<file path="src/rtl/mfio_pkg.sv">
// Constants, types and register map of the multi-function I/O port block
//
// Operation
// RQ1 - Output pins hold value in output latch
// RQ2 - Port read samples pins in first state
// RQ3 - Port write updates pins in second state
// RQ4 - Reset: port A latch ones, drive zero
// RQ5 - Drive bit zero open-drain, one push-pull
// RQ6 - Inputs need latch one, then drive zero
// RQ7 - Transmit or high output keeps latch one
// RQ8 - Port A latch and pin reads separate
// RQ9 - Port B direction one output, zero input
// RQ10 - Reset: port B direction and latch zero
// RQ11 - Port B read: latch outputs, pins inputs
// RQ12 - Read-modify-write stores input pin levels back
// RQ13 - Timer output needs latch one, direction one
// RQ14 - Ports A, B eight bits; C three
// RQ15 - Reset: port C latch all ones
// RQ16 - Port C inputs keep latch at one
// RQ17 - Dual-clock mode gives upper C pins oscillator
// RQ18 - Falling edge on lowest C pin flagged
// RQ19 - Port C latch, pin reads; upper bits zero
// RQ20 - Stop mode floats lowest C pin always
// RQ21 - Open-drain: latch zero sinks, one releases
package mfio_pkg;

    // Widths
    localparam int MFIO_ADDR_W = 6;
    localparam int MFIO_DATA_W = 8;
    localparam int MFIO_PORT_A_W = 8;
    localparam int MFIO_PORT_B_W = 8;
    localparam int MFIO_PORT_C_W = 3; // RQ14

    // Register offsets
    localparam logic [5:0] MFIO_PORT_A_OUTPUT_LATCH = 6'h00;
    localparam logic [5:0] MFIO_PORT_B_OUTPUT_LATCH = 6'h01;
    localparam logic [5:0] MFIO_PORT_C_OUTPUT_LATCH = 6'h02;
    localparam logic [5:0] MFIO_PORT_A_DRIVE_SELECT = 6'h08;
    localparam logic [5:0] MFIO_PORT_B_DIRECTION = 6'h09;
    localparam logic [5:0] MFIO_PORT_A_PIN_LEVELS = 6'h0b;
    localparam logic [5:0] MFIO_PORT_C_PIN_LEVELS = 6'h0c;

    // Reset values
    localparam logic [7:0] MFIO_PORT_A_LATCH_RESET = 8'hff;
    localparam logic [7:0] MFIO_PORT_A_DRIVE_RESET = 8'h00;
    localparam logic [7:0] MFIO_PORT_B_LATCH_RESET = 8'h00;
    localparam logic [7:0] MFIO_PORT_B_DIR_RESET = 8'h00;
    localparam logic [2:0] MFIO_PORT_C_LATCH_RESET = 3'h7;
    localparam logic [7:0] MFIO_READ_IDLE = 8'h00;

    // Port C pin positions
    localparam int MFIO_STOP_RELEASE_BIT = 0;
    localparam int MFIO_OSC_IN_BIT = 1;
    localparam int MFIO_OSC_OUT_BIT = 2;

    // Register bus request
    typedef struct packed {
        logic [5:0] addr;
        logic [7:0] wdata;
        logic wr;
        logic rd;
    } mfio_bus_req_type;

    // Drive of an eight-bit port
    typedef struct packed {
        logic [7:0] out;
        logic [7:0] oe;
    } mfio_wide_pins_type;

    // Drive of the three-bit port
    typedef struct packed {
        logic [2:0] out;
        logic [2:0] oe;
    } mfio_narrow_pins_type;

endpackage : mfio_pkg

</file>
<file path="src/rtl/mfio_fall_detect.sv">
// Falling-edge detector on a synchronous pin level
module mfio_fall_detect
    import mfio_pkg::*;
(
    // Clock and reset
    input wire logic clk,
    input wire logic reset,
    // Level in, edge out
    input wire logic level,
    output logic fall
);

    logic last_level;

    // Previous level, loaded high at reset, so a pin low at reset release flags a fall
    always_ff @(posedge clk) begin
        if (reset) begin
            last_level <= 1'b1;
        end else begin
            last_level <= level;
        end
    end

    // High then low
    assign fall = last_level & ~level;

endmodule : mfio_fall_detect

</file>
<file path="src/rtl/mfio_pin_drive.sv">
// Per-pin output stage: open-drain or push-pull, gated by enable
module mfio_pin_drive
    import mfio_pkg::*;
#(
    parameter int WIDTH = 8
) (
    // Register state
    input wire logic [WIDTH-1:0] latch,
    input wire logic [WIDTH-1:0] push_pull,
    input wire logic [WIDTH-1:0] enable,
    // Pin drive
    output logic [WIDTH-1:0] out,
    output logic [WIDTH-1:0] oe
);

    // Open-drain pins only ever sink; push-pull pins follow the latch
    always_comb begin
        for (int i = 0; i < WIDTH; i++) begin
            if (push_pull[i]) begin
                out[i] = latch[i]; // RQ5
                oe[i] = enable[i];
            end else begin
                out[i] = 1'b0; // RQ21
                oe[i] = enable[i] & ~latch[i]; // RQ21
            end
        end
    end

endmodule : mfio_pin_drive

</file>
<file path="src/rtl/mfio_ports.sv">
// Three parallel I/O ports: register file, pin drive and pin sampling
module mfio_ports
    import mfio_pkg::*;
(
    // Clock and reset
    input wire logic clk,
    input wire logic reset,
    // Register port
    input wire mfio_bus_req_type bus_req,
    output logic [7:0] rdata,
    // Chip-level controls
    input wire logic global_output_enable,
    input wire logic dual_clock_mode,
    input wire logic stop_mode,
    // Port A pins
    input wire logic [7:0] port_a_in,
    output mfio_wide_pins_type port_a_pins,
    // Port B pins
    input wire logic [7:0] port_b_in,
    output mfio_wide_pins_type port_b_pins,
    // Port C pins
    input wire logic [2:0] port_c_in,
    output mfio_narrow_pins_type port_c_pins,
    // Secondary functions
    output logic low_freq_osc_connect,
    output logic stop_release_fall
);

    // Register state
    logic [7:0] port_a_output_latch;
    logic [7:0] port_a_drive_select;
    logic [7:0] port_b_output_latch;
    logic [7:0] port_b_direction;
    logic [2:0] port_c_output_latch;

    // Next values
    logic [7:0] next_rdata;
    logic [7:0] next_port_b_read;
    logic [2:0] next_port_c_enable;
    mfio_wide_pins_type next_port_a_pins;
    mfio_wide_pins_type next_port_b_pins;
    mfio_narrow_pins_type next_port_c_pins;
    logic [7:0] next_port_a_output_latch;
    logic [7:0] next_port_a_drive_select;
    logic [7:0] next_port_b_output_latch;
    logic [7:0] next_port_b_direction;
    logic [2:0] next_port_c_output_latch;

    // Raw output-stage results
    logic [7:0] a_out;
    logic [7:0] a_oe;
    logic [7:0] b_out;
    logic [7:0] b_oe;
    logic [2:0] c_out;
    logic [2:0] c_oe;
    logic c_fall;

    // Decoded write strobes
    logic wr_a_latch;
    logic wr_a_drive;
    logic wr_b_latch;
    logic wr_b_dir;
    logic wr_c_latch;

    // Decoded read strobes
    logic rd_a_latch;
    logic rd_a_drive;
    logic rd_a_pins;
    logic rd_b_data;
    logic rd_b_dir;
    logic rd_c_latch;
    logic rd_c_pins;

    // Write decode for one register
    function automatic logic write_hit(input mfio_bus_req_type req, input logic [5:0] offset);
        write_hit = req.wr & (req.addr == offset);
    endfunction : write_hit

    // Read decode for one register
    function automatic logic read_hit(input mfio_bus_req_type req, input logic [5:0] offset);
        read_hit = req.rd & (req.addr == offset);
    endfunction : read_hit

    // Narrow port value placed in the low bits of a byte, upper bits zero
    function automatic logic [7:0] widen_c(input logic [2:0] value);
        widen_c = {5'h00, value};
    endfunction : widen_c

    // Per-bit choice between latch and live pin
    function automatic logic [7:0] select_bits(
        input logic [7:0] sel,
        input logic [7:0] when_one,
        input logic [7:0] when_zero
    );
        select_bits = (sel & when_one) | (~sel & when_zero);
    endfunction : select_bits

    // Strobe decode
    assign wr_a_latch = write_hit(bus_req, MFIO_PORT_A_OUTPUT_LATCH);
    assign wr_a_drive = write_hit(bus_req, MFIO_PORT_A_DRIVE_SELECT);
    assign wr_b_latch = write_hit(bus_req, MFIO_PORT_B_OUTPUT_LATCH);
    assign wr_b_dir = write_hit(bus_req, MFIO_PORT_B_DIRECTION);
    assign wr_c_latch = write_hit(bus_req, MFIO_PORT_C_OUTPUT_LATCH);

    // Read strobe decode
    assign rd_a_latch = read_hit(bus_req, MFIO_PORT_A_OUTPUT_LATCH);
    assign rd_a_drive = read_hit(bus_req, MFIO_PORT_A_DRIVE_SELECT);
    assign rd_a_pins = read_hit(bus_req, MFIO_PORT_A_PIN_LEVELS);
    assign rd_b_data = read_hit(bus_req, MFIO_PORT_B_OUTPUT_LATCH);
    assign rd_b_dir = read_hit(bus_req, MFIO_PORT_B_DIRECTION);
    assign rd_c_latch = read_hit(bus_req, MFIO_PORT_C_OUTPUT_LATCH);
    assign rd_c_pins = read_hit(bus_req, MFIO_PORT_C_PIN_LEVELS);

    // Next port A output latch
    always_comb begin
        next_port_a_output_latch = port_a_output_latch;
        if (wr_a_latch) begin
            next_port_a_output_latch = bus_req.wdata; // RQ1
        end
    end

    // Next port A drive select
    always_comb begin
        next_port_a_drive_select = port_a_drive_select;
        if (wr_a_drive) begin
            next_port_a_drive_select = bus_req.wdata; // RQ5
        end
    end

    // Next port B latch; a write-back of a read stores pin levels too
    always_comb begin
        next_port_b_output_latch = port_b_output_latch;
        if (wr_b_latch) begin
            next_port_b_output_latch = bus_req.wdata; // RQ12
        end
    end

    // Next port B direction
    always_comb begin
        next_port_b_direction = port_b_direction;
        if (wr_b_dir) begin
            next_port_b_direction = bus_req.wdata; // RQ9
        end
    end

    // Next port C latch, low bits of the write only
    always_comb begin
        next_port_c_output_latch = port_c_output_latch;
        if (wr_c_latch) begin
            next_port_c_output_latch = bus_req.wdata[MFIO_PORT_C_W-1:0]; // RQ1
        end
    end

    // Port A output latch, all ones at reset
    always_ff @(posedge clk) begin
        if (reset) begin
            port_a_output_latch <= MFIO_PORT_A_LATCH_RESET; // RQ4
        end else begin
            port_a_output_latch <= next_port_a_output_latch;
        end
    end

    // Port A drive select, all open-drain at reset
    always_ff @(posedge clk) begin
        if (reset) begin
            port_a_drive_select <= MFIO_PORT_A_DRIVE_RESET; // RQ4
        end else begin
            port_a_drive_select <= next_port_a_drive_select;
        end
    end

    // Port B output latch; a write-back stores whatever was read, pins included
    always_ff @(posedge clk) begin
        if (reset) begin
            port_b_output_latch <= MFIO_PORT_B_LATCH_RESET; // RQ10
        end else begin
            port_b_output_latch <= next_port_b_output_latch;
        end
    end

    // Port B direction, all inputs at reset
    always_ff @(posedge clk) begin
        if (reset) begin
            port_b_direction <= MFIO_PORT_B_DIR_RESET; // RQ10
        end else begin
            port_b_direction <= next_port_b_direction;
        end
    end

    // Port C output latch, all ones at reset
    always_ff @(posedge clk) begin
        if (reset) begin
            port_c_output_latch <= MFIO_PORT_C_LATCH_RESET; // RQ15
        end else begin
            port_c_output_latch <= next_port_c_output_latch;
        end
    end

    // Port B data read: latch for outputs, live pins for inputs
    assign next_port_b_read = select_bits(port_b_direction, port_b_output_latch, port_b_in); // RQ11

    // Read mux; pins are sampled in the strobe cycle itself
    always_comb begin
        next_rdata = MFIO_READ_IDLE;
        if (rd_a_latch) begin
            next_rdata = port_a_output_latch; // RQ8
        end else if (rd_a_drive) begin
            next_rdata = port_a_drive_select;
        end else if (rd_a_pins) begin
            next_rdata = port_a_in; // RQ2 RQ8
        end else if (rd_b_data) begin
            next_rdata = next_port_b_read; // RQ2
        end else if (rd_b_dir) begin
            next_rdata = port_b_direction;
        end else if (rd_c_latch) begin
            next_rdata = widen_c(port_c_output_latch); // RQ19
        end else if (rd_c_pins) begin
            next_rdata = widen_c(port_c_in); // RQ2 RQ19
        end
    end

    // Read data stands for one cycle only
    always_ff @(posedge clk) begin
        if (reset) begin
            rdata <= MFIO_READ_IDLE;
        end else begin
            rdata <= next_rdata;
        end
    end

    // Port A: per-pin open-drain or push-pull
    mfio_pin_drive #(
        .WIDTH(MFIO_PORT_A_W)
    ) u_drive_a (
        .latch(port_a_output_latch),
        .push_pull(port_a_drive_select), // RQ5
        .enable({MFIO_PORT_A_W{1'b1}}),
        .out(a_out),
        .oe(a_oe)
    );

    // Port B: push-pull wherever the direction bit is set
    mfio_pin_drive #(
        .WIDTH(MFIO_PORT_B_W)
    ) u_drive_b (
        .latch(port_b_output_latch),
        .push_pull({MFIO_PORT_B_W{1'b1}}),
        .enable(port_b_direction), // RQ9
        .out(b_out),
        .oe(b_oe)
    );

    // Port C pins that the port logic may drive
    always_comb begin
        next_port_c_enable = {MFIO_PORT_C_W{1'b1}};
        if (dual_clock_mode) begin
            next_port_c_enable[MFIO_OSC_IN_BIT] = 1'b0; // RQ17
            next_port_c_enable[MFIO_OSC_OUT_BIT] = 1'b0; // RQ17
        end
        if (stop_mode) begin
            next_port_c_enable[MFIO_STOP_RELEASE_BIT] = 1'b0; // RQ20
        end
    end

    // Port C: sink-only outputs, so a latch of one leaves the pin free
    mfio_pin_drive #(
        .WIDTH(MFIO_PORT_C_W)
    ) u_drive_c (
        .latch(port_c_output_latch),
        .push_pull({MFIO_PORT_C_W{1'b0}}),
        .enable(next_port_c_enable),
        .out(c_out),
        .oe(c_oe)
    );

    // Port A drive gated by the global enable
    always_comb begin
        next_port_a_pins.out = a_out;
        next_port_a_pins.oe = global_output_enable ? a_oe : 8'h00;
    end

    // Port B drive gated by the global enable
    always_comb begin
        next_port_b_pins.out = b_out;
        next_port_b_pins.oe = global_output_enable ? b_oe : 8'h00;
    end

    // Port C drive gated; stop release pin already forced off in stop mode
    always_comb begin
        next_port_c_pins.out = c_out;
        next_port_c_pins.oe = global_output_enable ? c_oe : 3'h0; // RQ20
    end

    // Port A pins registered: a write reaches them one edge after the latch
    always_ff @(posedge clk) begin
        if (reset) begin
            port_a_pins <= '0;
        end else begin
            port_a_pins <= next_port_a_pins; // RQ3
        end
    end

    // Port B pins registered
    always_ff @(posedge clk) begin
        if (reset) begin
            port_b_pins <= '0;
        end else begin
            port_b_pins <= next_port_b_pins; // RQ3
        end
    end

    // Port C pins registered
    always_ff @(posedge clk) begin
        if (reset) begin
            port_c_pins <= '0;
        end else begin
            port_c_pins <= next_port_c_pins; // RQ3
        end
    end

    // Oscillator hookup flag for the upper two port C pins
    always_ff @(posedge clk) begin
        if (reset) begin
            low_freq_osc_connect <= 1'b0;
        end else begin
            low_freq_osc_connect <= dual_clock_mode; // RQ17
        end
    end

    // Falling edge on the stop release pin, driven or not
    mfio_fall_detect u_fall (
        .clk(clk),
        .reset(reset),
        .level(port_c_in[MFIO_STOP_RELEASE_BIT]),
        .fall(c_fall)
    );

    // One-cycle pulse toward the interrupt latch
    always_ff @(posedge clk) begin
        if (reset) begin
            stop_release_fall <= 1'b0;
        end else begin
            stop_release_fall <= c_fall; // RQ18
        end
    end

endmodule : mfio_ports

</file>
<file path="config.mk">
export PLATFORM = sky130hd
export DESIGN_NAME = mfio_ports
export DESIGN_NICKNAME = d
export VERILOG_FILES = /design/src/rtl/mfio_pkg.sv /design/src/rtl/mfio_fall_detect.sv /design/src/rtl/mfio_pin_drive.sv /design/src/rtl/mfio_ports.sv
export SDC_FILE = /design/constraint.sdc
export NUM_CORES = 1
export LEC_CHECK = 0
export BUFFER_PORTS_ARGS = -buffer_cell sky130_fd_sc_hd__buf_2
export CAP_MARGIN = 10
export CORE_MARGIN = 10
export CORE_UTILIZATION = 40
export DETAILED_ROUTE_END_ITERATION = 10
export GPL_TIMING_DRIVEN = 1
export HOLD_SLACK_MARGIN = 0.05
export PLACE_DENSITY_LB_ADDON = 0.3
export SETUP_SLACK_MARGIN = 0.1
export SYNTH_ARGS = -nofsm -noshare
export SYNTH_HDL_FRONTEND = slang
export SYNTH_HIERARCHICAL = 1
export SYNTH_SLANG_ARGS = --single-unit
</file>
<file path="constraint.sdc">
create_clock -name clk -period 2 [get_ports clk]
set_input_delay 0.6 -clock clk [delete_from_list [all_inputs] [get_ports clk]]
set_output_delay 0.6 -clock clk [all_outputs]
set_load 0.02 [all_outputs]
</file>
* After elaboration in Yosys (flattened, before gate mapping) *
Cells that the tools add are included.

storage, ports and cells
  bits in registers = 84
  input bits = 40
  output and inout bits = 48
  word-level logic and storage cells = 96

operators by class
  equality and inequality tests = 6
  multiplexer cells = 17
  bitwise gates (word level) = 41
  reductions and logical operators = 10

operator list
  cell                  count
  $mux W8               5
  $eq A6 B4 Y1 const B  4
  $not A1 Y1            21
  $reduce_or A2 Y1      9
  $and A1 B1 Y1         16
  $and A8 B8 Y8         2
  $mux W1               9
  $not A8 Y8            1
  $or A8 B8 Y8          1
  $eq A6 B1 Y1 const B  1
  $eq A6 B2 Y1 const B  1
  $logic_not A6 Y1      1
  $mux W3               2
  $mux W2               1

* Logic depth before layout (Yosys ltp) *
Gate-level depths: netlist of the first run.

  word-level depth = 9
  depth in mapped cells = 8
  mapped depth without buffers = 5

* Cells and area by module *
Netlist of the first run, hierarchy kept.

by module, submodules not included
  module                           instances  cells an instance  area each (µm²)  seq. area each (µm²)
  mfio_ports                       1          342                3183.1           1661.6
  mfio_pin_drive at u_drive_a ...  2          24                 150.1            0.0
  mfio_pin_drive at u_drive_c      1          9                  56.3             0.0
  mfio_fall_detect                 1          3                  35.0             20.0

* Worst setup path after synthesis of the first run *
No wires, ideal clock.

  kind = input to register
  start = in bus_req[10] (netlist bit)
  end = reg rdata[2]
  library setup time = 86 ps
  data arrival time = 1697 ps
  data required time = 1914 ps
  slack = 217 ps
  cell stages on the path = 7
  path buffers = 2
  cells stage by stage = buf_2 -> inv_1 -> nor2_1 -> and2_4 -> buf_6 -> a221o_1 -> a221oi_2

between the ends
  word-level cells in the longest chain between the ends = 9
  elaborated cells between the ends (all ways) = 21
  those cells by class = eq/ne: 6; mux: 7; bitwise: 7; reduce/logical: 1

ends and longest elaborated chain
  what                  line               source
  from (decl)           mfio_ports.sv:9    input wire mfio_bus_req_type bus_req,
  $eq A6 B4 Y1          mfio_ports.sv:81   read_hit = req.rd & (req.addr == offset);
  $and A1 B1 Y1         mfio_ports.sv:81
  $mux W3               mfio_ports.sv:217  end else if (rd_c_pins) begin
  $mux W3               mfio_ports.sv:215  end else if (rd_c_latch) begin
  $mux W8               mfio_ports.sv:213  end else if (rd_b_dir) begin
  $mux W8               mfio_ports.sv:211  end else if (rd_b_data) begin
  $mux W8               mfio_ports.sv:209  end else if (rd_a_pins) begin
  $mux W8               mfio_ports.sv:207  end else if (rd_a_drive) begin
  $mux W8 *             mfio_ports.sv:205  if (rd_a_latch) begin
  to (signal assigned)  mfio_ports.sv:227  rdata <= next_rdata;
  to (decl)             mfio_ports.sv:10   output logic [7:0] rdata,

Mark *: on every way between the ends. The rest lies on a longest branch, timed or not.
A chain may end at the register's enable or synchronous reset.

* Worst setup path in the final report of the first run *
  start = in bus_req[13] (netlist bit)
  end = reg rdata[2]

The elaborated chain is that of the path after synthesis.

==> qor.csv, run 1 <==
stage;metric;value;unit
status;status;completed;
sta;Period minus WS final;1560;ps
worst_setup_path;critical path's slowest cell;a221o_1;
clock_tree;Worst-path clk slew;90;ps
logic_synthesis;number of synthesized register bits;84;
sta;Tcrit/Tclk final;78.0;%
worst_setup_path;Buf/Inv on CP;2;
logic_synthesis;sequential-to-total area share from yosys stat;47.0;%
finish;multi-input logic area;1790;um^2
floorplan;die area;13100;um^2
grt;met3 global-route usage;4.45;%
routing;Initial DRT Pass Iterations;4;
grt;largest net degree at the start of global routing;45;
worst_setup_path;critical path type;in2reg;
routing;Final ANT Viol Nets;0;
worst_setup_path;Worst EP required;2270;ps
clock_tree;CTS HTree Levels;3;
worst_setup_path;cell family with most CP delay;compound AO/OA/AOI/OAI gates;
routing;Iteration-0 DRC Markers;182;
worst_setup_path;crit end category;flop;
clock_tree;# hold bufs at CTS;0;
placed_design;hpwl dp;7380;um
sta;RSZ-0062 raised after global routing;no;
finish;Final Core Density;51.5;%
sta;maximum clock frequency;0.641;GHz
grt;grt ovf;0;
routing;Total Routed Length;9780;um
routing;routed via count;3040;
worst_setup_path;CP cell instances;buf_2 -> inv_1 -> and3_1 -> nand3b_1 -> a221o_1 -> a221oi_2;
pwr;static leakage;2.28;nW
sta;final worst slack;439;ps
clock_tree;Max clock buf depth;2;
logic_synthesis;largest area contributor in the netlist;dfxtp_1;
clock_tree;CTS tree;done;
logic_synthesis;Top FF cell, synth;dfxtp_1;
finish;P&R area growth vs syn;25.8;%
placed_design;Placer Congestion;0.844;
grt;global routing's busiest layer;met2;
routing;via-per-instance ratio;4.75;
worst_setup_path;Worst path max stage delay;350;ps
finish;ANT cells;0;
finish;total area of sequential cells;1680;um^2
grt;GR Util met2;22.3;%
routing;DR WL/cell;15.3;um
finish;share of cells above drive strength 1;28.4;%
finish;commonest cells after routing, fill and taps aside;87 x buf_2, 84 x dfxtp_1, 42 x nor2_1;
grt;initial antenna violation count;0;
finish;Finished Cell Area;4500;um^2
floorplan;num rows;34;
routing;DRC viols;0;
logic_synthesis;post-synthesis cell type count;45;
worst_setup_path;Worst Path Arrival;1830;ps
sta;final clock skew;7.59;ps
worst_hold_path;Hold Path Class;in2reg;
floorplan;Die Y;115;um
sta;TNS Setup;0;ps
clock_tree;Sinks on Clock Net;84;
run;max_cap viols;0;
finish;FILL cells;826;
pwr;total power;3.09;mW
logic_synthesis;post-synthesis instance total;402;
clock_tree;CTS resizes;0;
finish;fin nets;567;
logic_synthesis;dominant cells by area after synthesis;dfxtp_1 47%, mux2i_1 6.2%, nor2_1 4.4%;
floorplan;io pins;88;
placed_design;Port-buffer cells;87;
sta;final hold violations;0;
floorplan;core area;8720;um^2
logic_synthesis;Post-Syn Area;3570;um^2
floorplan;Die X;115;um
clock_tree;Root Driver;clkbuf_8;
clock_tree;TritonCTS Buffers;9;
clock_tree;worst skew pair latency;350;ps
placed_design;pre-CTS setup slack;118;ps
logic_synthesis;Post-Syn Area per Cell;8.89;um^2
floorplan;Initial Utilization;41.0;%
pwr;power per cell area;688;nW/um^2
finish;fin cells;640;
sta;max-slew violations;0;
grt;Total GRT Usage;14.9;%
sta;Min Hold Slack;460;ps
grt;vias in the first global route;2888;
grt;first-pass GRT wire length;15400;um
logic_synthesis;Yosys top cell area share;47.0;%
logic_synthesis;asr flop ratio synth;0;%
worst_setup_path;CP max FO;7;
logic_synthesis;EDFF count, synth;0;
logic_synthesis;Syn. warnings;6;
worst_setup_path;Setup crit start kind;input port;
grt;grt met1 use;19.3;%
pwr;worst vdd ir;357;uV
clock_tree;Post-CTS Setup Bufs;0;
finish;leading cell type in the layout, fill and taps excluded;buf_2;
sta;count of final setup violators;0;
placed_design;Placed Area;4310;um^2
placed_design;Placed Cells;624;
-- cells in the mapped netlist (2+ instances only) --
cell type,count
nand2_1,35
dfxtp_1,84
buf_2,4
a21boi_1,19
and2b_2,3
a21oi_1,9
a211oi_1,2
nor3_1,6
and2_2,19
nor2b_1,22
a211o_1,3
conb_1,2
nand4_2,2
and3_1,3
nand3b_1,11
and2_1,20
mux2i_1,22
clkbuf_1,9
nand3_1,5
buf_6,3
nor2_1,42
a21boi_0,4
o21ai_0,25
inv_1,27
-- per-layer routing --
layer  part of all wire [%]  routed length, um  vias to the layer above
li1                       -                  -                     1548
met1                     45               4360                     1397
met2                     45               4440                       82
met3                    8.1                789                       13
met4                    1.9                190                        0
met5                      0                  0                        -
-- power breakdown --
group          leakage, nW  switching (mW)  internal [mW]
registers            0.679         0.00601           1.69
logic                 1.51           0.153          0.103
clock network       0.0950           0.646          0.499
total                 2.28           0.805           2.29
-- state kept, by name (all words and copies together), names as in the netlist --
name,count
port_b_direction,8
port_a_pins,16
low_freq_osc_connect,1
port_b_pins,16
port_c_output_latch,3
u_fall/last_level,1
port_b_output_latch,8
port_a_drive_select,8
port_c_pins,6
port_a_output_latch,8
stop_release_fall,1
rdata,8
-- path summary, 6_finish.rpt --
check | from | end | slack, ps | cells after the start
max | bus_req[13] | rdata[2] | 440 | 6
min | port_c_in[0] | u_fall/last_level | 460 | 2
max reg2reg | port_b_output_latch[1] | rdata[1] | 670 | 5
min reg2reg | port_a_output_latch[6] | port_a_output_latch[6] | 510 | 2
-- worst register-to-register path, delay by kind of cell (launching register included) --
family,cells,cell delay [ps]
flops,1,330
compound gates,5,910
-- cell type report --
type                       count  area share [%]
clock buffer                  10            3.06
tap                          108            3.01
inverter                      27            2.25
multi-input combinational    301            39.9
sequential                    84            37.4
clock inverter                 6            1.03
timing repair buffer         104            13.4
-- cells by family (layout without fill, tap and decap cells) --
| logic type | Yosys count | after routing | synth area share [%] |
|---|---|---|---|
| and+or+nand+nor | 177 | 177 | 27.4 |
| DFF | 84 | 84 | 47.0 |
| AOI/OAI and AO/OA | 71 | 71 | 13.1 |
| buffers and inverters | 45 | 147 | 5.74 |
| muxes | 23 | 23 | 6.48 |
| other | 2 | 30 | 0.210 |
Note: power is estimated with default switching activity, not from simulation.
==> run 2: changes to the inputs <==
ABC_AREA = 1   (was not set)
clock period = 1.28 ns   (was 2 ns; I/O delays follow)
==> run 2 against run 1 <==
Compared with the run above:
- setup slack lost 370 ps
- critical path type is now reg2out
- wire length shrank 0.38%
- highest routed layer unchanged
- sequential cell count is the same
- first-iteration DRC count grew 6.6%
- count of clock-buffer cells in the layout is the same
==> qor.csv, run 2 <==
stage;metric;value;unit
sta;TNS Setup;0;ps
sta;Period minus WS final;1210;ps
pwr;power per cell area;956;nW/um^2
worst_setup_path;Buf/Inv on CP;1;
sta;Tcrit/Tclk final;94.4;%
finish;Top Registers;port_a_pins x16, port_b_pins x16;
worst_setup_path;CP max FO;1;
floorplan;num rows;34;
floorplan;Die X;116;um
pwr;Reg power frac;54.3;%
floorplan;die area;13500;um^2
status;status;completed;
sta;final hold violations;0;
pwr;static leakage;2.55;nW
routing;routed via count;3553;
sta;Min Hold Slack;257;ps
floorplan;Die Y;116;um
sta;RSZ-0062 raised after global routing;yes;
placed_design;pre-CTS setup slack;-255;ps
grt;vias in the first global route;3360;
routing;Iteration-0 DRC Markers;194;
logic_synthesis;post-synthesis cell type count;25;
placed_design;hpwl dp;7380;um
worst_setup_path;CP cell instances;buf_6;
logic_synthesis;Post-Syn Area;3680;um^2
routing;DR WL/cell;12.6;um
logic_synthesis;Yosys top cell area share;45.6;%
worst_setup_path;critical path type;reg2out;
routing;met1 wire length;4120;um
worst_setup_path;critical path's slowest cell;dfxtp_2;
sta;maximum clock frequency;0.828;GHz
finish;commonest cells after routing, fill and taps aside;117 x inv_1, 98 x nor2_1, 70 x nand2_1;
pwr;Net Sw Frac;26.4;%
logic_synthesis;sequential-to-total area share from yosys stat;45.6;%
worst_setup_path;crit end category;output port;
routing;via-per-instance ratio;4.61;
routing;metal3 WL;774;um
logic_synthesis;most numerous cell in the Yosys netlist;inv_1;
pwr;NetSw;1.29;mW
clock_tree;TritonCTS Buffers;9;
routing;max layer used;met4;
logic_synthesis;asr flop ratio synth;0;%
routing;Total Routed Length;9740;um
pwr;P_int;3.60;mW
placed_design;Placer Congestion;0.957;
finish;share of cells above drive strength 1;33.8;%
routing;Final ANT Viol Nets;0;
pwr;clock network power share;36.4;%
routing;DRC viols;0;
worst_setup_path;cell family with most CP delay;flip-flops;
clock_tree;CTS tree;done;
logic_synthesis;post-synthesis instance total;522;
finish;P&R area growth vs syn;38.7;%
placed_design;Port-buffer cells;87;
finish;fin nets;698;
sta;count of final setup violators;0;
clock_tree;Max clock buf depth;2;
sta;final clock skew;7.59;ps
logic_synthesis;Top FF cell, synth;dfxtp_1;
grt;grt ovf;0;
worst_setup_path;Worst path max stage delay;360;ps
logic_synthesis;EDFF count, synth;0;
clock_tree;Root Driver;clkbuf_8;
worst_setup_path;Worst Path Arrival;820;ps
finish;ANT cells;0;
grt;initial antenna violation count;0;
sta;max-slew violations;0;
finish;FILL cells;802;
finish;leading cell type in the layout, fill and taps excluded;inv_1;
routing;met2 routed WL;4680;um
grt;Total GRT Usage;14.8;%
worst_setup_path;Worst EP required;900;ps
clock_tree;Sinks on Clock Net;84;
logic_synthesis;Syn. warnings;6;
sta;final worst slack;71.8;ps
routing;Initial DRT Pass Iterations;5;
grt;largest net degree at the start of global routing;27;
worst_setup_path;Setup crit start kind;flop;
clock_tree;CTS HTree Levels;3;
floorplan;io pins;88;
floorplan;core area;8850;um^2
pwr;worst vdd ir;619;uV
logic_synthesis;Post-Syn Area per Cell;7.06;um^2
logic_synthesis;dominant cells by area after synthesis;dfxtp_1 46%, inv_1 13%, nor2_1 10%;
clock_tree;# hold bufs at CTS;0;
logic_synthesis;largest area contributor in the netlist;dfxtp_1;
pwr;proportion of power drawn by combinational gates;9.2;%
run;max_cap viols;0;
worst_hold_path;Hold Path Class;in2reg;
logic_synthesis;number of synthesized register bits;84;
floorplan;Initial Utilization;41.6;%
clock_tree;worst skew pair latency;350;ps
grt;first-pass GRT wire length;15700;um
clock_tree;Worst-path clk slew;90;ps
logic_synthesis;most frequent cells after synthesis;123 x inv_1, 100 x nor2_1, 84 x dfxtp_1;
run 2: changes by cell type after synthesis, moves of 22 or more:
| cell | previous run | this run |
|---|---|---|
| mux2i_1 | 22 | 0 |
| nor2b_1 | 22 | 0 |
| nand2_1 | 35 | 73 |
| nand3_1 | 5 | 33 |
| nor2_1 | 42 | 100 |
| inv_1 | 27 | 123 |
run 2: area by class of cell:
| type | instances | area, um^2 | share of cell area, % |
|---|---|---|---|
| Timing Repair Buffer | 108 | 956 | 18.7 |
| Tap cell | 108 | 135 | 2.64 |
| Inverter | 126 | 477 | 9.32 |
| Clock buffer | 10 | 138 | 2.69 |
| Sequential cell | 84 | 1740 | 34.1 |
| Clock inverter | 6 | 46.3 | 0.906 |
| Multi-Input combinational cell | 329 | 1620 | 31.7 |
run 2: tightest hold or removal path: cells and delay by family:
kind	cells	cell delay (ps)
buf+inv	2	120
simple gates	1	70
run 2: stage by stage:
step           total power [mW]  instances  cell area, um^2  util (%)
2_1_floorplan              2.93        550             3810         -
3_3_place_gp               3.12        753             4520      51.1
3_5_place_dp               3.13        753             4520      51.1
4_1_cts                    4.92        769             5070      57.3
5_1_grt                    5.11        771             5110      57.8
6_report                   4.89        771             5110      57.8
run 2: metal layers:
metal  vias to the layer above  global-route usage (%)
met1                      1627                    17.5
li1                       1807                       -
met2                       105                    24.8
met5                         -                       0
met4                         0                    5.25
met3                        14                    4.60
run 2: cell families after synthesis:
logic type             share of synthesized area [%]
AOI/OAI and AO/OA                               11.3
buffers and inverters                           14.5
muxes                                           1.22
and+or+nand+nor                                 27.2
other                                          0.204
DFF                                             45.6
run 2: final timing paths:
| path | startpoint | to | slack, ps | depth (start not counted) |
|---|---|---|---|---|
| setup / recovery | rdata[7] | rdata[7] | 70 | 1 |
| hold / removal | dual_clock_mode | low_freq_osc_connect | 260 | 3 |
| setup reg to reg | port_b_direction[4] | rdata[4] | 140 | 5 |
| hold reg to reg | u_fall/last_level | stop_release_fall | 480 | 4 |
run 2: what timing repair did:
action,CTS,global route
endpoints found under the setup margin,48,78
buffers inserted,0,2
resized for setup,144,13
pin swaps,0,2
cloned,0,0
endpoints found under the hold margin,0,0
run 2: power by group through the flow:
| stage | Combinational [mW] | Sequential [mW] | Clock [mW] |
|---|---|---|---|
| after floorplan | 0.196 | 2.73 | 0 |
| after global placement | 0.410 | 2.71 | 0 |
| after detailed placement | 0.416 | 2.71 | 0 |
| after CTS | 0.436 | 2.66 | 1.83 |
| after global routing | 0.503 | 2.66 | 1.94 |
| final | 0.452 | 2.66 | 1.78 |
==> run 3: changes to the inputs <==
CORE_MARGIN = 1   (was 10)
SYNTH_HIERARCHICAL = not set   (was 1)
==> run 3 against run 2 <==
Compared with the run above:
- synthesized cell count shrank 27%
- sequential cell count is 3 lower
- non-clock buffer count is 1 lower
- cell count is 23% lower
- largest cell class unchanged
- clock power barely moved
- maximum frequency down 0.48%
- critical path depth grew 7
- critical endpoint is now rdata[1]
- first-iteration DRC count shrank 23%
- combinational power shrank 9.3%
- critical path type is now in2reg
- core utilization grew 3.5 points
- register-to-register slack improved by 70 ps
- sequential power fell by 4%
==> qor.csv, run 3 <==
stage;metric;value;unit
grt;global routing's busiest layer;met2;
worst_setup_path;critical path's slowest cell;nor3_4;
sta;Tcrit/Tclk final;94.8;%
logic_synthesis;Top FF cell, synth;dfxtp_1;
sta;maximum clock frequency;0.824;GHz
logic_synthesis;largest area contributor in the netlist;dfxtp_1;
worst_setup_path;critical path type;in2reg;
grt;grt met1 use;27.4;%
logic_synthesis;Syn. warnings;0;
pwr;total power;4.70;mW
worst_hold_path;Hold Path Class;in2reg;
clock_tree;worst skew pair latency;360;ps
logic_synthesis;EDFF count, synth;0;
routing;routed via count;2814;
finish;leading cell type in the layout, fill and taps excluded;buf_6;
logic_synthesis;number of synthesized register bits;81;
status;status;completed;
logic_synthesis;Post-Syn Area per Cell;8.05;um^2
routing;Final ANT Viol Nets;0;
grt;first-pass GRT wire length;12000;um
pwr;power per cell area;1050;nW/um^2
clock_tree;CTS tree;done;
routing;Total Routed Length;7880;um
worst_setup_path;Worst Path Arrival;1460;ps
logic_synthesis;post-synthesis instance total;380;
worst_setup_path;Worst path max stage delay;250;ps
logic_synthesis;most numerous cell in the Yosys netlist;dfxtp_1;
worst_setup_path;Worst EP required;1530;ps
floorplan;Die X;89.4;um
floorplan;Initial Utilization;41.7;%
finish;Top Registers;port_a_pins x16, port_b_pins x16;
logic_synthesis;asr flop ratio synth;0;%
sta;count of final setup violators;0;
run;max_cap viols;0;
clock_tree;Worst-path clk slew;80;ps
placed_design;Placer Congestion;0.860;
floorplan;Die Y;89.4;um
pwr;static leakage;1.94;nW
sta;Period minus WS final;1210;ps
finish;commonest cells after routing, fill and taps aside;55 x buf_6, 47 x nand2_1, 44 x dfxtp_2;
grt;Total GRT Usage;20.5;%
worst_setup_path;Setup crit start kind;input port;
placed_design;Port-buffer cells;84;
finish;fin cells;590;
worst_setup_path;cell family with most CP delay;simple AND/OR/NAND/NOR gates;
logic_synthesis;dominant cells by area after synthesis;dfxtp_1 53%, o21ai_0 8.0%, nand2_1 6.6%;
finish;ANT cells;0;
clock_tree;Sinks on Clock Net;81;
worst_setup_path;CP max FO;8;
floorplan;io pins;88;
floorplan;die area;8000;um^2
placed_design;hpwl dp;5100;um
sta;Min Hold Slack;183;ps
clock_tree;Root Driver;clkbuf_8;
finish;P&R area growth vs syn;46.9;%
sta;final worst slack;66.0;ps
sta;final hold violations;0;
grt;initial antenna violation count;0;
worst_setup_path;CP cell instances;buf_8 -> nor2_4 -> nand2_4 -> nor3_4 -> buf_6 -> nand2_8 -> o21ai_0 -> nor2_1;
floorplan;num rows;31;
worst_setup_path;crit end category;flop;
placed_design;Placed Area;3770;um^2
clock_tree;# hold bufs at CTS;0;
finish;fin nets;526;
routing;DRC viols;0;
grt;grt ovf;0;
grt;largest net degree at the start of global routing;40;
placed_design;Placed Cells;570;
routing;Initial DRT Pass Iterations;4;
clock_tree;CTS HTree Levels;3;
routing;DR WL/cell;13.4;um
logic_synthesis;Post-Syn Area;3060;um^2
grt;vias in the first global route;2556;
logic_synthesis;Yosys top cell area share;53.0;%
routing;via-per-instance ratio;4.77;
grt;GR Util met2;32.0;%
sta;RSZ-0062 raised after global routing;yes;
placed_design;pre-CTS setup slack;-293;ps
worst_setup_path;Buf/Inv on CP;2;
clock_tree;Max clock buf depth;2;
grt;met3 global-route usage;5.54;%
sta;TNS Setup;0;ps
clock_tree;TritonCTS Buffers;9;
sta;final clock skew;11.4;ps
floorplan;core area;7330;um^2
logic_synthesis;most frequent cells after synthesis;81 x dfxtp_1, 54 x nand2_1, 49 x o21ai_0;
finish;Finished Cell Area;4490;um^2
logic_synthesis;sequential-to-total area share from yosys stat;53.0;%
finish;share of cells above drive strength 1;43.4;%
sta;max-slew violations;0;
logic_synthesis;post-synthesis cell type count;29;
pwr;worst vdd ir;506;uV
routing;Iteration-0 DRC Markers;149;
finish;Final Core Density;61.3;%
-- run 3: layout make-up --
cell class              count  area, um^2
clock buffers              12         155
clock inverters             4        26.3
fillers                   625        2840
inverters                  42         178
multi-input cells         244        1330
flip-flops and latches     81        1680
well taps                  99         124
repair buffers            107         997
repair inverters            1        6.26
-- run 3: logic make-up after synthesis --
logic type,synth area share (%)
compound gates,15.6
buf+inv,8.84
flops,53.0
other cells,0.123
simple gates,22.4
-- run 3: final timing paths --
kind | start | endpoint | slack [ps] | depth (start not counted)
max | bus_req[14] | rdata[1] | 70 | 8
min | stop_mode | port_c_pins[0] | 180 | 2
max reg2reg | port_b_direction[1] | rdata[1] | 210 | 6
min reg2reg | port_c_output_latch[2] | port_c_pins[2] | 420 | 1
-- run 3: per-layer routing --
metal | wire length, um | part of all wire [%]
met5 | 0 | 0
met4 | 80 | 1.0
met3 | 443 | 5.6
met2 | 3800 | 48
met1 | 3550 | 45
-- run 3: timing repair --
action                                  in CTS  in global routing
gates resized for setup                    118                 74
setup buffers                                0                  2
endpoints found under the setup margin      51                 75
gates cloned                                 0                  2
pin swaps                                    0                 17
-- run 3: power by group --
part	switching [mW]	internal (mW)	total (mW)
clock network	0.934	0.812	1.75
registers	0.00918	2.54	2.55
logic	0.235	0.175	0.410
total	1.18	3.52	4.70
